## src/branch_decode_regs.svh

```systemverilog
// Purpose: Constants for the branch, prefix and protection decoder
// Assumes: Included by bare name
// Notes: Opcodes, a mod-field code and cycle counts
`ifndef BRANCH_DECODE_REGS_SVH
`define BRANCH_DECODE_REGS_SVH
`define OP_JCC_SHORT_HI 4'h7
`define OP_ESCAPE 8'h0f
`define OP_JCC_FULL_HI 4'h8
`define OP_SETCC_HI 4'h9
`define OP_JUMP_COUNT_ZERO 8'he3
`define OP_LOOP 8'he2
`define OP_RET_NEAR 8'hc3
`define OP_RET_NEAR_IMM 8'hc2
`define OP_RET_FAR 8'hcb
`define OP_RET_FAR_IMM 8'hca
`define OP_COPROC_HI 5'h1b
`define OP_ADJ_PRIV 8'h63
`define OP_GRP_TABLE 8'h01
`define OP_GRP_LOCAL 8'h00
`define OP_ACCESS_RIGHTS 8'h02
`define PFX_ADDR 8'h67
`define PFX_OPER 8'h66
`define PFX_LOCK 8'hf0
`define PFX_SEG_CS 8'h2e
`define PFX_SEG_DS 8'h3e
`define PFX_SEG_ES 8'h26
`define PFX_SEG_FS 8'h64
`define PFX_SEG_GS 8'h65
`define PFX_SEG_SS 8'h36
`define MOD_REGISTER 2'h3
`define CYC_JCC_TAKEN 8'h07
`define CYC_JCC_NOT 8'h03
`define CYC_JCZ_TAKEN 8'h09
`define CYC_JCZ_NOT 8'h05
`define CYC_LOOP 8'h0b
`define CYC_SET_REG 8'h04
`define CYC_SET_MEM 8'h05
`define CYC_RET_NEAR 8'h0a
`define CYC_RET_FAR_REAL 8'h12
`define CYC_RET_FAR_PROT 8'h20
`define CYC_RET_FAR_PRIV 8'h44
`define CYC_LOAD_TABLE 8'h0b
`define CYC_STORE_TABLE 8'h09
`define CYC_LOAD_MACHINE_STATUS_REG 8'h0a
`define CYC_LOAD_MACHINE_STATUS_MEM 8'h0d
`define CYC_STORE_MACHINE_STATUS 8'h02
`define CYC_ADJUST_REQUESTED_PRIVILEGE_REG 8'h14
`define CYC_ADJUST_REQUESTED_PRIVILEGE_MEM 8'h15
`define CYC_LAR_REG 8'h0f
`define CYC_LAR_MEM 8'h10
`define CYC_LOAD_LOCAL_TABLE_REG_REG 8'h14
`define CYC_LOAD_LOCAL_TABLE_REG_MEM 8'h18
`define CYC_STORE_LOCAL_TABLE_REG 8'h02
`define CYC_VERIFY_READABLE_REG 8'h0a
`define CYC_VERIFY_READABLE_MEM 8'h0b
`define CYC_VERIFY_WRITABLE_REG 8'h0f
`define CYC_VERIFY_WRITABLE_MEM 8'h10
`define EXC_INVALID_OP 5'h06
`define EXC_GEN_PROT 5'h0d
`endif

```

## src/branch_decode_pkg.sv

```systemverilog
// Purpose: Types for the branch, prefix and protection decoder
// Assumes: Nothing
// Notes: Operation classes reported with each decoded instruction
package branch_decode_pkg;
    typedef enum logic [4:0] {
        OPC_NONE, OPC_JCC, OPC_JUMP_COUNT16_ZERO, OPC_JUMP_COUNT32_ZERO, OPC_LOOP,
        OPC_SET_BYTE, OPC_RETURN_NEAR, OPC_RETURN_FAR, OPC_COPROC,
        OPC_LOAD_GLOBAL_TABLE_REG, OPC_LOAD_INTERRUPT_TABLE_REG,
        OPC_STORE_GLOBAL_TABLE_REG, OPC_STORE_INTERRUPT_TABLE_REG,
        OPC_LOAD_MACHINE_STATUS, OPC_STORE_MACHINE_STATUS,
        OPC_ADJUST_REQUESTED_PRIVILEGE, OPC_LOAD_ACCESS_RIGHTS,
        OPC_LOAD_LOCAL_TABLE_REG, OPC_STORE_LOCAL_TABLE_REG,
        OPC_VERIFY_READABLE, OPC_VERIFY_WRITABLE, OPC_INVALID
    } op_class_t;
    typedef enum {ST_FIRST, ST_ESCAPE, ST_MODRM, ST_SKIP} dec_state_t;
endpackage

```

## src/branch_prefix_protection_decode.sv

```systemverilog
// Contract
// [RL1] Decode short and full conditional jumps
// [RL2] Condition field selects sixteen flag tests
// [RL3] Jcc costs 7 plus m, else 3
// [RL4] Count-zero jump, size by address prefix
// [RL5] Loop decrements count, 11 plus m
// [RL6] Set byte on condition, 4/5 cycles
// [RL7] Near returns cost 10 plus m
// [RL8] Far return 18 or 32 plus m
// [RL9] Privilege-changing far return takes 68
// [RL10] Prefixes consumed at zero cycles
// [RL11] Escape 11011 passes bits to coprocessor
// [RL12] Table register loads 11, stores 9
// [RL13] Status word load 10/13, store 2
// [RL14] Adjust privilege 20/21, protected only
// [RL15] Access rights 15/16, locked, protected only
// [RL16] Local table load 20/24, store 2
// [RL17] Verify read 10/11, write 15/16
// [RL18] Denied port I/O in compat raises 13
// [RL19] Protected-only op in real mode raises 6
// [RL20] Verify privilege fault clears zero flag
// [RL21] Out-of-limit branch target raises 13
// [RL22] m counts next instruction components
// [RL23] Unassigned group reg field is invalid
// Purpose: Byte-serial decoder giving class, cycles and legality
// Assumes: One byte per valid cycle; execution core reports outcomes
// Notes: Cycle count includes m where the cost has one; m is added from next_components
`timescale 1ns/1ps
`default_nettype none
`include "branch_decode_regs.svh"
module branch_prefix_protection_decode
    import branch_decode_pkg::*;
#(
    parameter int CYC_W = 8
) (
    // Clock and reset
    input wire logic clk,
    input wire logic reset,
    // Fetch byte stream
    input wire logic byte_valid,
    input wire logic [7:0] fetch_byte,
    // Mode and execution outcomes
    input wire logic protected_mode,
    input wire logic compat_mode,
    input wire logic [3:0] flags_osczp,
    input wire logic count_is_zero,
    input wire logic count_after_dec_nonzero,
    input wire logic privilege_change,
    input wire logic io_access,
    input wire logic io_permitted,
    input wire logic target_out_of_limit,
    input wire logic selector_priv_fault,
    input wire logic [3:0] next_components,
    // Decode result
    output logic done,
    output op_class_t op_class,
    output logic [3:0] cond_code,
    output logic cond_true,
    output logic addr32,
    output logic [CYC_W-1:0] cycles,
    output logic locked_access,
    output logic [5:0] coproc_bits,
    output logic [3:0] prefix_count,
    output logic exc_valid,
    output logic [4:0] exc_vector,
    output logic zero_flag_clear
);
    // Cycle counts peak at 68, the privilege return, which takes no m; CYC_W is kept at eight bits or more
    if (CYC_W < 8) $error("CYC_W must be at least 8");

    // Sixteen condition tests; flags_osczp is {of,sf,cf,zf}, parity folded below
    function automatic logic cond_eval(input logic [3:0] c, input logic [3:0] f, input logic pf);
        logic r;
        r = 1'b0;
        // [RL2] condition table
        case (c[3:1])
            3'h0: r = f[3];
            3'h1: r = f[1];
            3'h2: r = f[0];
            3'h3: r = f[1] | f[0];
            3'h4: r = f[2];
            3'h5: r = pf;
            3'h6: r = f[2] ^ f[3];
            3'h7: r = (f[2] ^ f[3]) | f[0];
            default: r = 1'b0;
        endcase
        return r ^ c[0];
    endfunction

    // Register-vs-memory cost choice used by many rows
    function automatic logic [7:0] rm_cost(input logic [1:0] md, input logic [7:0] rc, input logic [7:0] mc);
        return (md == `MOD_REGISTER) ? rc : mc;
    endfunction

    // Protection group rows indexed {local group, reg field}; unused rows decode invalid
    localparam op_class_t GRP_CLASS [16] = '{
        OPC_STORE_GLOBAL_TABLE_REG, OPC_STORE_INTERRUPT_TABLE_REG, OPC_LOAD_GLOBAL_TABLE_REG,
        OPC_LOAD_INTERRUPT_TABLE_REG, OPC_STORE_MACHINE_STATUS, OPC_INVALID, OPC_LOAD_MACHINE_STATUS, OPC_INVALID,
        OPC_STORE_LOCAL_TABLE_REG, OPC_INVALID, OPC_LOAD_LOCAL_TABLE_REG, OPC_INVALID,
        OPC_VERIFY_READABLE, OPC_VERIFY_WRITABLE, OPC_INVALID, OPC_INVALID};
    localparam logic [7:0] GRP_REG [16] = '{`CYC_STORE_TABLE, `CYC_STORE_TABLE, `CYC_LOAD_TABLE,
        `CYC_LOAD_TABLE, `CYC_STORE_MACHINE_STATUS, 8'h00, `CYC_LOAD_MACHINE_STATUS_REG, 8'h00, `CYC_STORE_LOCAL_TABLE_REG, 8'h00, `CYC_LOAD_LOCAL_TABLE_REG_REG, 8'h00,
        `CYC_VERIFY_READABLE_REG, `CYC_VERIFY_WRITABLE_REG, 8'h00, 8'h00};
    localparam logic [7:0] GRP_MEM [16] = '{`CYC_STORE_TABLE, `CYC_STORE_TABLE, `CYC_LOAD_TABLE,
        `CYC_LOAD_TABLE, `CYC_STORE_MACHINE_STATUS, 8'h00, `CYC_LOAD_MACHINE_STATUS_MEM, 8'h00, `CYC_STORE_LOCAL_TABLE_REG, 8'h00, `CYC_LOAD_LOCAL_TABLE_REG_MEM, 8'h00,
        `CYC_VERIFY_READABLE_MEM, `CYC_VERIFY_WRITABLE_MEM, 8'h00, 8'h00};

    dec_state_t state_reg, state_next;
    logic [7:0] op_reg, op_next;
    logic addr32_reg, addr32_next;
    logic [3:0] pfx_reg, pfx_next;
    logic lock_pfx_reg, lock_pfx_next;
    logic [2:0] skip_reg, skip_next;
    logic done_reg, done_next;
    op_class_t class_reg, class_next;
    logic [3:0] cc_reg, cc_next;
    logic ct_reg, ct_next;
    logic a32o_reg, a32o_next;
    logic [CYC_W-1:0] cyc_reg, cyc_next;
    logic lk_reg, lk_next;
    logic [5:0] cp_reg, cp_next;
    logic [3:0] pco_reg, pco_next;
    logic exc_reg, exc_next;
    logic [4:0] vec_reg, vec_next;
    logic zfc_reg, zfc_next;
    // Parity is not an input, so parity conditions see it low
    localparam logic pf = 1'b0;

    // Decode sequencing and result computation
    always_comb begin
        logic [2:0] rf;
        logic [CYC_W-1:0] m;
        logic prot_only;
        logic [3:0] gi;
        rf = fetch_byte[5:3];
        gi = {~op_reg[0], rf};
        // [RL22] m from next instruction
        m = CYC_W'(next_components);
        prot_only = 1'b0;
        state_next = state_reg;
        op_next = op_reg;
        addr32_next = addr32_reg;
        pfx_next = pfx_reg;
        lock_pfx_next = lock_pfx_reg;
        skip_next = skip_reg;
        done_next = 1'b0;
        class_next = class_reg;
        cc_next = cc_reg;
        ct_next = ct_reg;
        a32o_next = a32o_reg;
        cyc_next = cyc_reg;
        lk_next = 1'b0;
        cp_next = cp_reg;
        pco_next = pco_reg;
        exc_next = 1'b0;
        vec_next = vec_reg;
        zfc_next = 1'b0;
        if (byte_valid) begin
            case (state_reg)
                ST_FIRST: begin
                    op_next = fetch_byte;
                    // [RL10] prefix consume
                    if (fetch_byte == `PFX_ADDR) begin
                        addr32_next = ~addr32_reg;
                        pfx_next = pfx_reg + 4'h1;
                    end else if (fetch_byte inside {`PFX_OPER, `PFX_SEG_CS, `PFX_SEG_DS, `PFX_SEG_ES,
                                 `PFX_SEG_FS, `PFX_SEG_GS, `PFX_SEG_SS}) begin
                        pfx_next = pfx_reg + 4'h1;
                    end else if (fetch_byte == `PFX_LOCK) begin
                        lock_pfx_next = 1'b1;
                        pfx_next = pfx_reg + 4'h1;
                    end else if (fetch_byte == `OP_ESCAPE) begin
                        state_next = ST_ESCAPE;
                    end else if (fetch_byte[7:3] == `OP_COPROC_HI || fetch_byte == `OP_ADJ_PRIV) begin
                        // [RL11] coprocessor escape takes modrm
                        state_next = ST_MODRM;
                    end else begin
                        done_next = 1'b1;
                        cc_next = fetch_byte[3:0];
                        class_next = OPC_INVALID;
                        cyc_next = '0;
                        if (fetch_byte[7:4] == `OP_JCC_SHORT_HI) begin
                            // [RL1] short form, [RL3] taken or not
                            class_next = OPC_JCC;
                            ct_next = cond_eval(fetch_byte[3:0], flags_osczp, pf);
                            cyc_next = ct_next ? CYC_W'(`CYC_JCC_TAKEN) + m : CYC_W'(`CYC_JCC_NOT);
                            skip_next = 3'h1;
                        end else if (fetch_byte == `OP_JUMP_COUNT_ZERO) begin
                            // [RL4] count zero jump
                            class_next = addr32_reg ? OPC_JUMP_COUNT32_ZERO : OPC_JUMP_COUNT16_ZERO;
                            ct_next = count_is_zero;
                            cyc_next = count_is_zero ? CYC_W'(`CYC_JCZ_TAKEN) + m : CYC_W'(`CYC_JCZ_NOT);
                            skip_next = 3'h1;
                        end else if (fetch_byte == `OP_LOOP) begin
                            // [RL5] loop cost
                            class_next = OPC_LOOP;
                            ct_next = count_after_dec_nonzero;
                            cyc_next = CYC_W'(`CYC_LOOP) + m;
                            skip_next = 3'h1;
                        end else if (fetch_byte == `OP_RET_NEAR || fetch_byte == `OP_RET_NEAR_IMM) begin
                            // [RL7] near return
                            class_next = OPC_RETURN_NEAR;
                            cyc_next = CYC_W'(`CYC_RET_NEAR) + m;
                            skip_next = fetch_byte[0] ? 3'h0 : 3'h2;
                        end else if (fetch_byte == `OP_RET_FAR || fetch_byte == `OP_RET_FAR_IMM) begin
                            // [RL8] far return, [RL9] privilege change
                            class_next = OPC_RETURN_FAR;
                            cyc_next = (protected_mode && privilege_change) ? CYC_W'(`CYC_RET_FAR_PRIV) :
                                CYC_W'(protected_mode ? `CYC_RET_FAR_PROT : `CYC_RET_FAR_REAL) + m;
                            skip_next = fetch_byte[0] ? 3'h0 : 3'h2;
                        end
                        // [RL18] denied port access, [RL21] branch target limit
                        exc_next = (compat_mode && io_access && !io_permitted) || (class_next != OPC_INVALID &&
                            target_out_of_limit && (ct_next || class_next inside {OPC_RETURN_NEAR, OPC_RETURN_FAR}));
                        vec_next = `EXC_GEN_PROT;
                        if (skip_next != 3'h0) state_next = ST_SKIP;
                    end
                end
                ST_ESCAPE: begin
                    op_next = fetch_byte;
                    if (fetch_byte[7:4] == `OP_JCC_FULL_HI) begin
                        // [RL1] full form, [RL3] same costs
                        done_next = 1'b1;
                        class_next = OPC_JCC;
                        cc_next = fetch_byte[3:0];
                        ct_next = cond_eval(fetch_byte[3:0], flags_osczp, pf);
                        cyc_next = ct_next ? CYC_W'(`CYC_JCC_TAKEN) + m : CYC_W'(`CYC_JCC_NOT);
                        exc_next = ct_next & target_out_of_limit;
                        vec_next = `EXC_GEN_PROT;
                        skip_next = addr32_reg ? 3'h4 : 3'h2;
                        state_next = ST_SKIP;
                    end else if (fetch_byte[7:4] == `OP_SETCC_HI || fetch_byte == `OP_GRP_TABLE ||
                                 fetch_byte == `OP_GRP_LOCAL || fetch_byte == `OP_ACCESS_RIGHTS) begin
                        state_next = ST_MODRM;
                    end else begin
                        done_next = 1'b1;
                        class_next = OPC_INVALID;
                        exc_next = 1'b1;
                        vec_next = `EXC_INVALID_OP;
                        state_next = ST_FIRST;
                    end
                end
                ST_MODRM: begin
                    done_next = 1'b1;
                    cc_next = op_reg[3:0];
                    ct_next = 1'b0;
                    cp_next = 6'h0;
                    class_next = OPC_INVALID;
                    cyc_next = '0;
                    if (op_reg[7:3] == `OP_COPROC_HI) begin
                        // [RL11] pass opcode bits on
                        class_next = OPC_COPROC;
                        cp_next = {op_reg[2:0], rf};
                    end else if (op_reg == `OP_ADJ_PRIV) begin
                        // [RL14] adjust privilege
                        class_next = OPC_ADJUST_REQUESTED_PRIVILEGE;
                        cyc_next = CYC_W'(rm_cost(fetch_byte[7:6], `CYC_ADJUST_REQUESTED_PRIVILEGE_REG, `CYC_ADJUST_REQUESTED_PRIVILEGE_MEM));
                        prot_only = 1'b1;
                    end else if (op_reg[7:4] == `OP_SETCC_HI) begin
                        // [RL6] set byte
                        class_next = OPC_SET_BYTE;
                        ct_next = cond_eval(op_reg[3:0], flags_osczp, pf);
                        cyc_next = CYC_W'(rm_cost(fetch_byte[7:6], `CYC_SET_REG, `CYC_SET_MEM));
                    end else if (op_reg == `OP_ACCESS_RIGHTS) begin
                        // [RL15] access rights, locked
                        class_next = OPC_LOAD_ACCESS_RIGHTS;
                        cyc_next = CYC_W'(rm_cost(fetch_byte[7:6], `CYC_LAR_REG, `CYC_LAR_MEM));
                        prot_only = 1'b1;
                        lk_next = 1'b1;
                    end else begin
                        // [RL12] [RL13] [RL16] [RL17] [RL23] group rows
                        class_next = GRP_CLASS[gi];
                        cyc_next = CYC_W'(rm_cost(fetch_byte[7:6], GRP_REG[gi], GRP_MEM[gi]));
                        prot_only = (op_reg == `OP_GRP_LOCAL);
                        // Descriptor table accesses lock the bus
                        lk_next = class_next inside {OPC_LOAD_LOCAL_TABLE_REG, OPC_VERIFY_READABLE,
                                                     OPC_VERIFY_WRITABLE};
                    end
                    // [RL20] no fault on verify, zero flag cleared
                    if (class_next == OPC_VERIFY_READABLE || class_next == OPC_VERIFY_WRITABLE ||
                        class_next == OPC_LOAD_ACCESS_RIGHTS)
                        zfc_next = selector_priv_fault;
                    // [RL19] real-mode invalid, [RL23] unassigned reg field
                    if (class_next == OPC_INVALID || (prot_only && !protected_mode)) begin
                        exc_next = 1'b1;
                        vec_next = `EXC_INVALID_OP;
                        zfc_next = 1'b0;
                    end
                    state_next = ST_FIRST;
                end
                ST_SKIP: begin
                    // Displacement and immediate bytes are only counted off
                    skip_next = skip_reg - 3'h1;
                    if (skip_reg == 3'h1) state_next = ST_FIRST;
                end
                default: state_next = ST_FIRST;
            endcase
            // Prefix state is spent once an instruction completes
            if (done_next) begin
                a32o_next = addr32_reg;
                pco_next = pfx_reg;
                lk_next = lk_next | lock_pfx_reg;
                pfx_next = '0;
                addr32_next = 1'b0;
                lock_pfx_next = 1'b0;
            end
        end
    end

    // State registers
    always_ff @(posedge clk) begin
        if (reset) begin
            state_reg <= ST_FIRST;
            class_reg <= OPC_NONE;
            {op_reg, addr32_reg, pfx_reg, lock_pfx_reg, skip_reg, done_reg, cc_reg, ct_reg, a32o_reg} <= '0;
            {cyc_reg, lk_reg, cp_reg, pco_reg, exc_reg, vec_reg, zfc_reg} <= '0;
        end else begin
            state_reg <= state_next;
            class_reg <= class_next;
            {op_reg, addr32_reg, pfx_reg, lock_pfx_reg, skip_reg, done_reg, cc_reg, ct_reg, a32o_reg} <=
                {op_next, addr32_next, pfx_next, lock_pfx_next, skip_next, done_next, cc_next, ct_next, a32o_next};
            {cyc_reg, lk_reg, cp_reg, pco_reg, exc_reg, vec_reg, zfc_reg} <=
                {cyc_next, lk_next, cp_next, pco_next, exc_next, vec_next, zfc_next};
        end
    end

    // Outputs straight from flops
    assign done = done_reg;
    assign op_class = class_reg;
    assign cond_code = cc_reg;
    assign cond_true = ct_reg;
    assign addr32 = a32o_reg;
    assign cycles = cyc_reg;
    assign locked_access = lk_reg;
    assign coproc_bits = cp_reg;
    assign prefix_count = pco_reg;
    assign exc_valid = exc_reg;
    assign exc_vector = vec_reg;
    assign zero_flag_clear = zfc_reg;
endmodule
`default_nettype wire

```

## config.mk

```make
export PLATFORM = sky130hd
export DESIGN_NAME = branch_prefix_protection_decode
export DESIGN_NICKNAME = d
export VERILOG_FILES = /design/src/branch_decode_pkg.sv /design/src/branch_prefix_protection_decode.sv
export VERILOG_INCLUDE_DIRS = /design/src /design/src/src
export SDC_FILE = /design/constraint.sdc
export NUM_CORES = 1
export LEC_CHECK = 0
export BUFFER_PORTS_ARGS = -buffer_cell sky130_fd_sc_hd__clkbuf_2
export CAP_MARGIN = 20
export CELL_PAD_IN_SITES_DETAIL_PLACEMENT = 1
export CELL_PAD_IN_SITES_GLOBAL_PLACEMENT = 1
export CORE_ASPECT_RATIO = 1.25
export CORE_MARGIN = 4
export CORE_UTILIZATION = 38
export CTS_CLUSTER_DIAMETER = 40
export CTS_CLUSTER_SIZE = 28
export DETAILED_ROUTE_END_ITERATION = 6
export GPL_ROUTABILITY_DRIVEN = 0
export GPL_TIMING_DRIVEN = 0
export HOLD_SLACK_MARGIN = 0.1
export PLACE_DENSITY_LB_ADDON = 0.3
export SLEW_MARGIN = 40
export SYNTH_ARGS = -nofsm -noshare
export SYNTH_HDL_FRONTEND = slang
export SYNTH_SLANG_ARGS = --single-unit
```

## constraint.sdc

```tcl
create_clock -name clk -period 2.4 [get_ports clk]
set_input_delay 0.24 -clock clk [delete_from_list [all_inputs] [get_ports clk]]
set_output_delay 0.24 -clock clk [all_outputs]
set_load 0.02 [all_outputs]
```

### After elaboration in Yosys (flattened, before gate mapping)

Memories as Yosys holds them, arrays and structs flattened.
Index checks and enable logic that the tools add are counted.

* flip-flop bits (word level): 87
* word-level logic and storage cells: 346
* memories kept: 3
* input port bits: 28
* memory bits (read-only): 336
* output and inout port bits: 38

* reduce and logical (&&, ||, !) cells: 48
* eq/ne operators: 68
* multiplexer cells: 187
* bitwise gates (word level): 14
* $lt $le $gt $ge: 1
* add/sub/neg operators: 7

Memories
* (name not given): depth 16, width 8, rd ports 1, clocked after Yosys merged registers in 0, wr ports 0, RTL line branch_prefix_protection_decode.sv:273 `cyc_next = CYC_W'(rm_cost(fetch_byte[7:6], GRP_REG[gi], GRP_MEM[gi]));`
* (name not given): depth 16, width 8, rd ports 1, clocked after Yosys merged registers in 0, wr ports 0, RTL line branch_prefix_protection_decode.sv:273
* (name not given): depth 16, width 5, rd ports 1, clocked after Yosys merged registers in 0, wr ports 0, RTL line branch_prefix_protection_decode.sv:272 `class_next = GRP_CLASS[gi];`

Operators by type and width (count)
* $mux 32: 7
* $mux 5: 38
* $mux 8: 17
* $pmux 32 s3: 1
* $mux 1: 74
* $eq 32x2->1 const B: 2
* $mux 3: 19
* $eq 8x8->1 const B: 7
* $eq 8x7->1 const B: 6
* $eq 5x5->1 const B: 9
* $mux 4: 11
* $mux 7: 5
* $eq 32x1->1 const B: 1
* $eq 8x6->1 const B: 4
* $logic_not 32->1: 1
* $pmux 5 s3: 2
* $eq 3x3->1 const B: 8
* $pmux 8 s3: 1
* $reduce_and 8->1: 3
* $eq 8x2->1 const B: 2
* $logic_not 8->1: 2
* $ne 2x2->1 const B: 8
* $pmux 1 s8: 2
* $add 4x4->5 const A: 3
* 42 further kinds: 92

### Logic depth before layout (Yosys ltp)

* depth after elaboration: 29
* depth in mapped cells: 10
* depth with buffers taken out: 8

### Worst setup path before layout

Ideal clock, no wire load.

* kind: input -> register
* start point: input port fetch_byte[4]
* end point: register vec_reg[0] (netlist: exc_vector[0])
* path buffers: 2
* setup time: 123 ps
* stages on the path: 10
* slack: -74 ps
* required time: 2277 ps
* data arrival time: 2350 ps
* path through: buf_2 -> clkbuf_1 -> inv_1 -> ha_1 -> or3b_1 -> o21ai_0 -> nand4_1 -> o21ai_1 -> o211ai_1 -> mux2_1

* word-level cells in the longest chain between the ends: 14
* elaborated cells on any way between the ends: 44
* those cells by class: 24 x eq/ne; 10 x mux; 1 x bitwise; 8 x reduce/logical; 1 x memory

RTL lines
* start: declaration: RTL line branch_prefix_protection_decode.sv:41 `input wire logic [7:0] fetch_byte,`
* $not 4->5 (implied by the code): RTL line branch_prefix_protection_decode.sv:272
* $mem_v2 16x5
* $mux 5 (implied by the code) (2 in a row): RTL line branch_prefix_protection_decode.sv:272
* $mux 5: RTL line branch_prefix_protection_decode.sv:264 `` end else if (op_reg == `OP_ACCESS_RIGHTS) begin ``
* $mux 5: RTL line branch_prefix_protection_decode.sv:259 `` end else if (op_reg[7:4] == `OP_SETCC_HI) begin ``
* $mux 5: RTL line branch_prefix_protection_decode.sv:254 `` end else if (op_reg == `OP_ADJ_PRIV) begin ``
* $mux 5: RTL line branch_prefix_protection_decode.sv:250 `` if (op_reg[7:3] == `OP_COPROC_HI) begin ``
* $mux 5: RTL line branch_prefix_protection_decode.sv:159 `case (state_reg)`
* $mux 5: RTL line branch_prefix_protection_decode.sv:158 `if (byte_valid) begin`
* $eq 5x5->1: RTL line branch_prefix_protection_decode.sv:284 `if (class_next == OPC_INVALID || (prot_only && !protected_mode)) begin`
* $logic_or 1x1->1: RTL line branch_prefix_protection_decode.sv:284
* $ne 2x2->1 (no source line)
* $reduce_and 9->1 (no source line)
* end signal: assignment: RTL line branch_prefix_protection_decode.sv:322 `{cyc_reg, lk_reg, cp_reg, pco_reg, exc_reg, vec_reg, zfc_reg} <=`
* end: declaration: RTL line branch_prefix_protection_decode.sv:124 `logic [4:0] vec_reg, vec_next;`

Parallel ways exist; a longest one is shown, timed or not. The select of a mux whose other input is x is not followed.
A chain may end at the register's enable or synchronous reset.

### Final worst setup path

* start point: register op_reg[1]
* end point: register vec_reg[0] (netlist: exc_vector[0])

* word-level cells in the longest chain between the ends: 11
* elaborated cells on any way between the ends: 20
* those cells by class: 4 x eq/ne; 12 x mux; 4 x reduce/logical

RTL lines
* start: declaration: RTL line branch_prefix_protection_decode.sv:109 `logic [7:0] op_reg, op_next;`
* start signal: assignment: RTL line branch_prefix_protection_decode.sv:320 `{op_reg, addr32_reg, pfx_reg, lock_pfx_reg, skip_reg, done_reg, cc_reg, ct_reg, a32o_reg} <=`
* $eq 8x2->1 (no source line) / $logic_not 8->1 (equally long branches)
* $mux 5 / $mux 1 (equally long branches): RTL line branch_prefix_protection_decode.sv:264
* $mux 5 / $mux 1 (equally long branches): RTL line branch_prefix_protection_decode.sv:259
* $mux 5 / $mux 1 (equally long branches): RTL line branch_prefix_protection_decode.sv:254
* $mux 5 / $mux 1 (equally long branches): RTL line branch_prefix_protection_decode.sv:250
* $mux 5 / $mux 1 (equally long branches): RTL line branch_prefix_protection_decode.sv:159
* $mux 5 / $mux 1 (equally long branches): RTL line branch_prefix_protection_decode.sv:158
* $eq 5x5->1 / $logic_and 1x1->1 (equally long branches): RTL line branch_prefix_protection_decode.sv:284
* $logic_or 1x1->1 *: RTL line branch_prefix_protection_decode.sv:284
* $ne 2x2->1 (no source line) *
* $reduce_and 9->1 (no source line) *

Every way passes the cells marked *; elsewhere a longest branch is shown, timed or not. The select of a mux whose other input is x is not followed.

==> flow_summary_export.csv <==
group,metric,value,unit
clock_network,cts.sinks,54,
synth,ys.flop_type,"sky130_fd_sc_hd__dfxtp_1",
grt,grt_overflow,0,
synth,synth.yosys.seq_area_share,25.2,%
synth,area_share_of_the_largest_cell_type_after_synthesis,25.2,%
sta,maxSlewHeadroom,52.4,%
placed_design,detailedPlacementHpwl,13000,um
worst_setup_path,setup.worst_path.end_class,"flop",
worst_setup_path,path_class,"reg2reg",
route,avgRoutedWirePerCell,22.3,um
floorplan,row_count,43,
worst_setup_path,worst-endpoint-required,2.58,ns
synth,asyncSetResetFlopFracSynth,0,%
cells_and_area,post-route-cell-area,5260,um^2
status,status,"complete, no violations",
sta,min_period_over_period,98.0,%
route,detail_route.first_pass.iterations,5,
floorplan,core_area,11100,um^2
route,drc,0,
sta,final-hold-violation-count,0,
pwr,irDropWorstVdd,517,uV
synth,synth_top_area_cell,"sky130_fd_sc_hd__dfxtp_1",
floorplan,die_area,13000,um^2
clock_network,cts_hold_buffers,0,
pwr,power.share.clock,23.7,%
sta,tightestPinTransition,0.704,ns
synth,yosys-top-cells-area,"sky130_fd_sc_hd__dfxtp_1 (25%), sky130_fd_sc_hd__a21oi_1 (7.0%), sky130_fd_sc_hd__ha_1 (5.8%)",
worst_setup_path,critPathMaxFanout,8,
pwr,total_power,0.00354,W
pwr,pwr-share-seq,31.1,%
sta,setup-violations-final,0,
sta,fin_tns_setup,0,ns
synth,synth_edf_count,0,
sta,maxClockFrequency,425,MHz
sta,final.setup_skew,0.00507,ns
placed_design,numPlacedInstances,765,
synth,mappedNetlistArea,4280,um^2
cells_and_area,layout.filler_cells,1429,
pwr,p_comb_share,45.2,%
route,post_detailed_route_via_to_cell_ratio,6.37,
cells_and_area,stdcell_count,784,
route,dr.max_layer_used,"met4",
synth,synth_cells,570,
cells_and_area,drive_above_1_share,22.8,%
grt,first_global_vias,5120,
sta,layout_min_cycle_time,2.35,ns
route,met1Wirelength,6950,um
floorplan,initial_core_util,38.6,%
clock_network,path_clk_slew,0.07,ns
worst_hold_path,hold_class,"in2reg",
clock_network,clk_root_buffer_cell,"sky130_fd_sc_hd__clkbuf_16",
pwr,p_leak,2.04,nW
route,dr_wl_met3,1020,um
placed_design,dpl-instance-area,4760,um^2
route,initialDrtViolationCount,355,
sta,final-max-slew-violation-count,0,
cells_and_area,layout_overhead_on_the_synthesized_area,22.8,%
route,vias,4993,
route,drt.antenna.violating_nets,0,
worst_setup_path,setup.worst_path.start_class,"flop",
synth,synth-seq-cells,54,
clock_network,cts_htree_levels,2,
grt,number_of_antenna_violations_at_the_first_check_in_global_routing,0,
grt,grt_pass1_wl,27400,um
synth,synth_cell_type_count,79,
grt,global_route.usage.total,26.4,%
floorplan,fp.dieH,127,um
grt,largest_net_degree_at_the_start_of_global_routing,18,
route,postRouteWirelength,17500,um
cells_and_area,finish.net_count,696,
floorplan,design.portCount,66,
pwr,internal_portion_of_total_power,0.00206,W
pwr,power_per_cell_area,673,nW/um^2
cells_and_area,insertedDiodeCount,0,
job,max_cap_violations,0,
synth,avgSynthCellArea,7.51,um^2
pwr,power.net_switching,0.00148,W
clock_network,clk_path_buf_depth,2,
cells_and_area,max_reg_flops,8,
floorplan,die_width,103,um
clock_network,cts_tree,"built",
placed_design,numPortBuffers,59,
clock_network,cts_buffers,5,
pwr,net_switching_share_of_the_total_power,41.8,%
synth,synth_warnings,0,
clock_network,insertion_delay,0.30,ns
cells_and_area,postLayoutCoreUtil,47.5,%
worst_setup_path,cp_data_arrival_time,2.53,ns
route,met2WireLength,8670,um
[path summary, 6_finish.rpt]
| check | slack [ns] | start | end | depth (start not counted) |
|---|---|---|---|---|
| setup reg to reg | 0.05 | op_reg[1] | exc_vector[0] | 7 |
| hold / removal | 0.22 | selector_priv_fault | zero_flag_clear | 3 |
| setup / recovery | 0.05 | op_reg[1] | exc_vector[0] | 7 |
| hold reg to reg | 0.45 | exc_vector[2] | exc_vector[2] | 2 |
[power by group through the flow]
stage | clock, W | combinational (W) | sequential (W)
floorplan | 0 | 0.000922 | 0.00115
global placement | 0 | 0.00138 | 0.00109
detailed placement | 0 | 0.00143 | 0.00110
CTS | 0.000856 | 0.00151 | 0.00110
global route | 0.000892 | 0.00172 | 0.00111
finish | 0.000840 | 0.00160 | 0.00110
[cells by family after synthesis]
group,share of synthesized area [%]
muxes,5.02
AOI/OAI and AO/OA,28.3
xor gates and xnor gates,2.25
other,0.0876
adders and majority gates,5.84
buffers and inverters,7.19
DFF,25.2
and+or+nand+nor,26.1
[final cells by class]
cell class / instances / area (um^2) / share of cell area [%]
plain buffers: 42 / 229 / 4.35
well taps: 135 / 169 / 3.21
repair buffers: 75 / 422 / 8.01
inverters: 28 / 109 / 2.07
multi-input cells: 442 / 3080 / 58.6
clock inverters: 3 / 45.0 / 0.856
clock buffers: 5 / 125 / 2.38
flip-flops and latches: 54 / 1080 / 20.5
[worst max-delay path, stage by stage, from the launching register on]
cell and delay [ns]:
sky130_fd_sc_hd__dfxtp_1 0.57, sky130_fd_sc_hd__nor4b_4 0.38, sky130_fd_sc_hd__nand2_2 0.22, sky130_fd_sc_hd__a31oi_2 0.27
sky130_fd_sc_hd__o21ai_2 0.14, sky130_fd_sc_hd__o211ai_1 0.18, sky130_fd_sc_hd__buf_4 0.16, sky130_fd_sc_hd__mux2_1 0.31
[cells in the final DEF (no fill, tap or decap), drive strengths merged, types with 5 or more instances in the layout]
| master | synthesis | final |
|---|---|---|
| nor3 | 20 | 20 |
| nor2 | 40 | 40 |
| or4 | 5 | 5 |
| xnor2 | 7 | 7 |
| o31ai | 5 | 5 |
| a211oi | 9 | 9 |
| nand4 | 5 | 5 |
| mux2i | 17 | 17 |
| clkbuf | 31 | 88 |
| nor4 | 9 | 9 |
| buf | 16 | 34 |
| a31oi | 6 | 6 |
| o21ai | 37 | 37 |
| and2 | 6 | 6 |
| a21o | 5 | 5 |
| o211ai | 9 | 9 |
| a21oi | 60 | 60 |
| nand3 | 31 | 31 |
| nand2b | 8 | 8 |
| a311oi | 12 | 12 |
| nand2 | 38 | 38 |
| nand3b | 5 | 5 |
| dfxtp | 54 | 54 |
| inv | 28 | 27 |
| nor2b | 6 | 6 |
| ha | 20 | 20 |
[cells in the mapped netlist (5+ instances only)]
cell type                  count
sky130_fd_sc_hd__buf_2         9
sky130_fd_sc_hd__nor2_1       40
sky130_fd_sc_hd__xnor2_1       7
sky130_fd_sc_hd__a211oi_1      9
sky130_fd_sc_hd__o21ai_0      24
sky130_fd_sc_hd__a21o_1        5
sky130_fd_sc_hd__clkbuf_1     31
sky130_fd_sc_hd__nand2_1      37
sky130_fd_sc_hd__dfxtp_1      54
sky130_fd_sc_hd__a31oi_1       6
sky130_fd_sc_hd__ha_1         20
sky130_fd_sc_hd__nand3b_1      5
sky130_fd_sc_hd__nand2b_1      8
sky130_fd_sc_hd__nor3_1       20
sky130_fd_sc_hd__inv_1        27
sky130_fd_sc_hd__nand3_1      31
sky130_fd_sc_hd__o31ai_1       5
sky130_fd_sc_hd__a311oi_1     12
sky130_fd_sc_hd__a21oi_1      60
sky130_fd_sc_hd__o211ai_1      9
sky130_fd_sc_hd__mux2i_1      17
sky130_fd_sc_hd__o21ai_1      13
sky130_fd_sc_hd__nor4_1        8
sky130_fd_sc_hd__nand4_1       5
sky130_fd_sc_hd__nor2b_1       6
[layer usage]
layer | track usage, % | up-vias
li1 | - | 2285
met1 | 32.9 | 2401
met2 | 45.6 | 239
met3 | 2.64 | 68
met4 | 10.7 | 0
met5 | 0 | -
[metrics by stage]
step	setup slack (ns)	hold slack [ns]
2_1_floorplan	0.00187	0.405
3_3_place_gp	-0.947	0.433
3_5_place_dp	-0.975	0.444
4_1_cts	-0.0593	0.215
5_1_grt	-0.0168	0.234
6_report	0.0481	0.217
[repair_timing]
action,CTS,global route
setup endpoints to repair,23,36
gates resized for setup,34,32
buffers inserted,9,7
pin swaps,4,7
(Power assumes the default switching activity.)
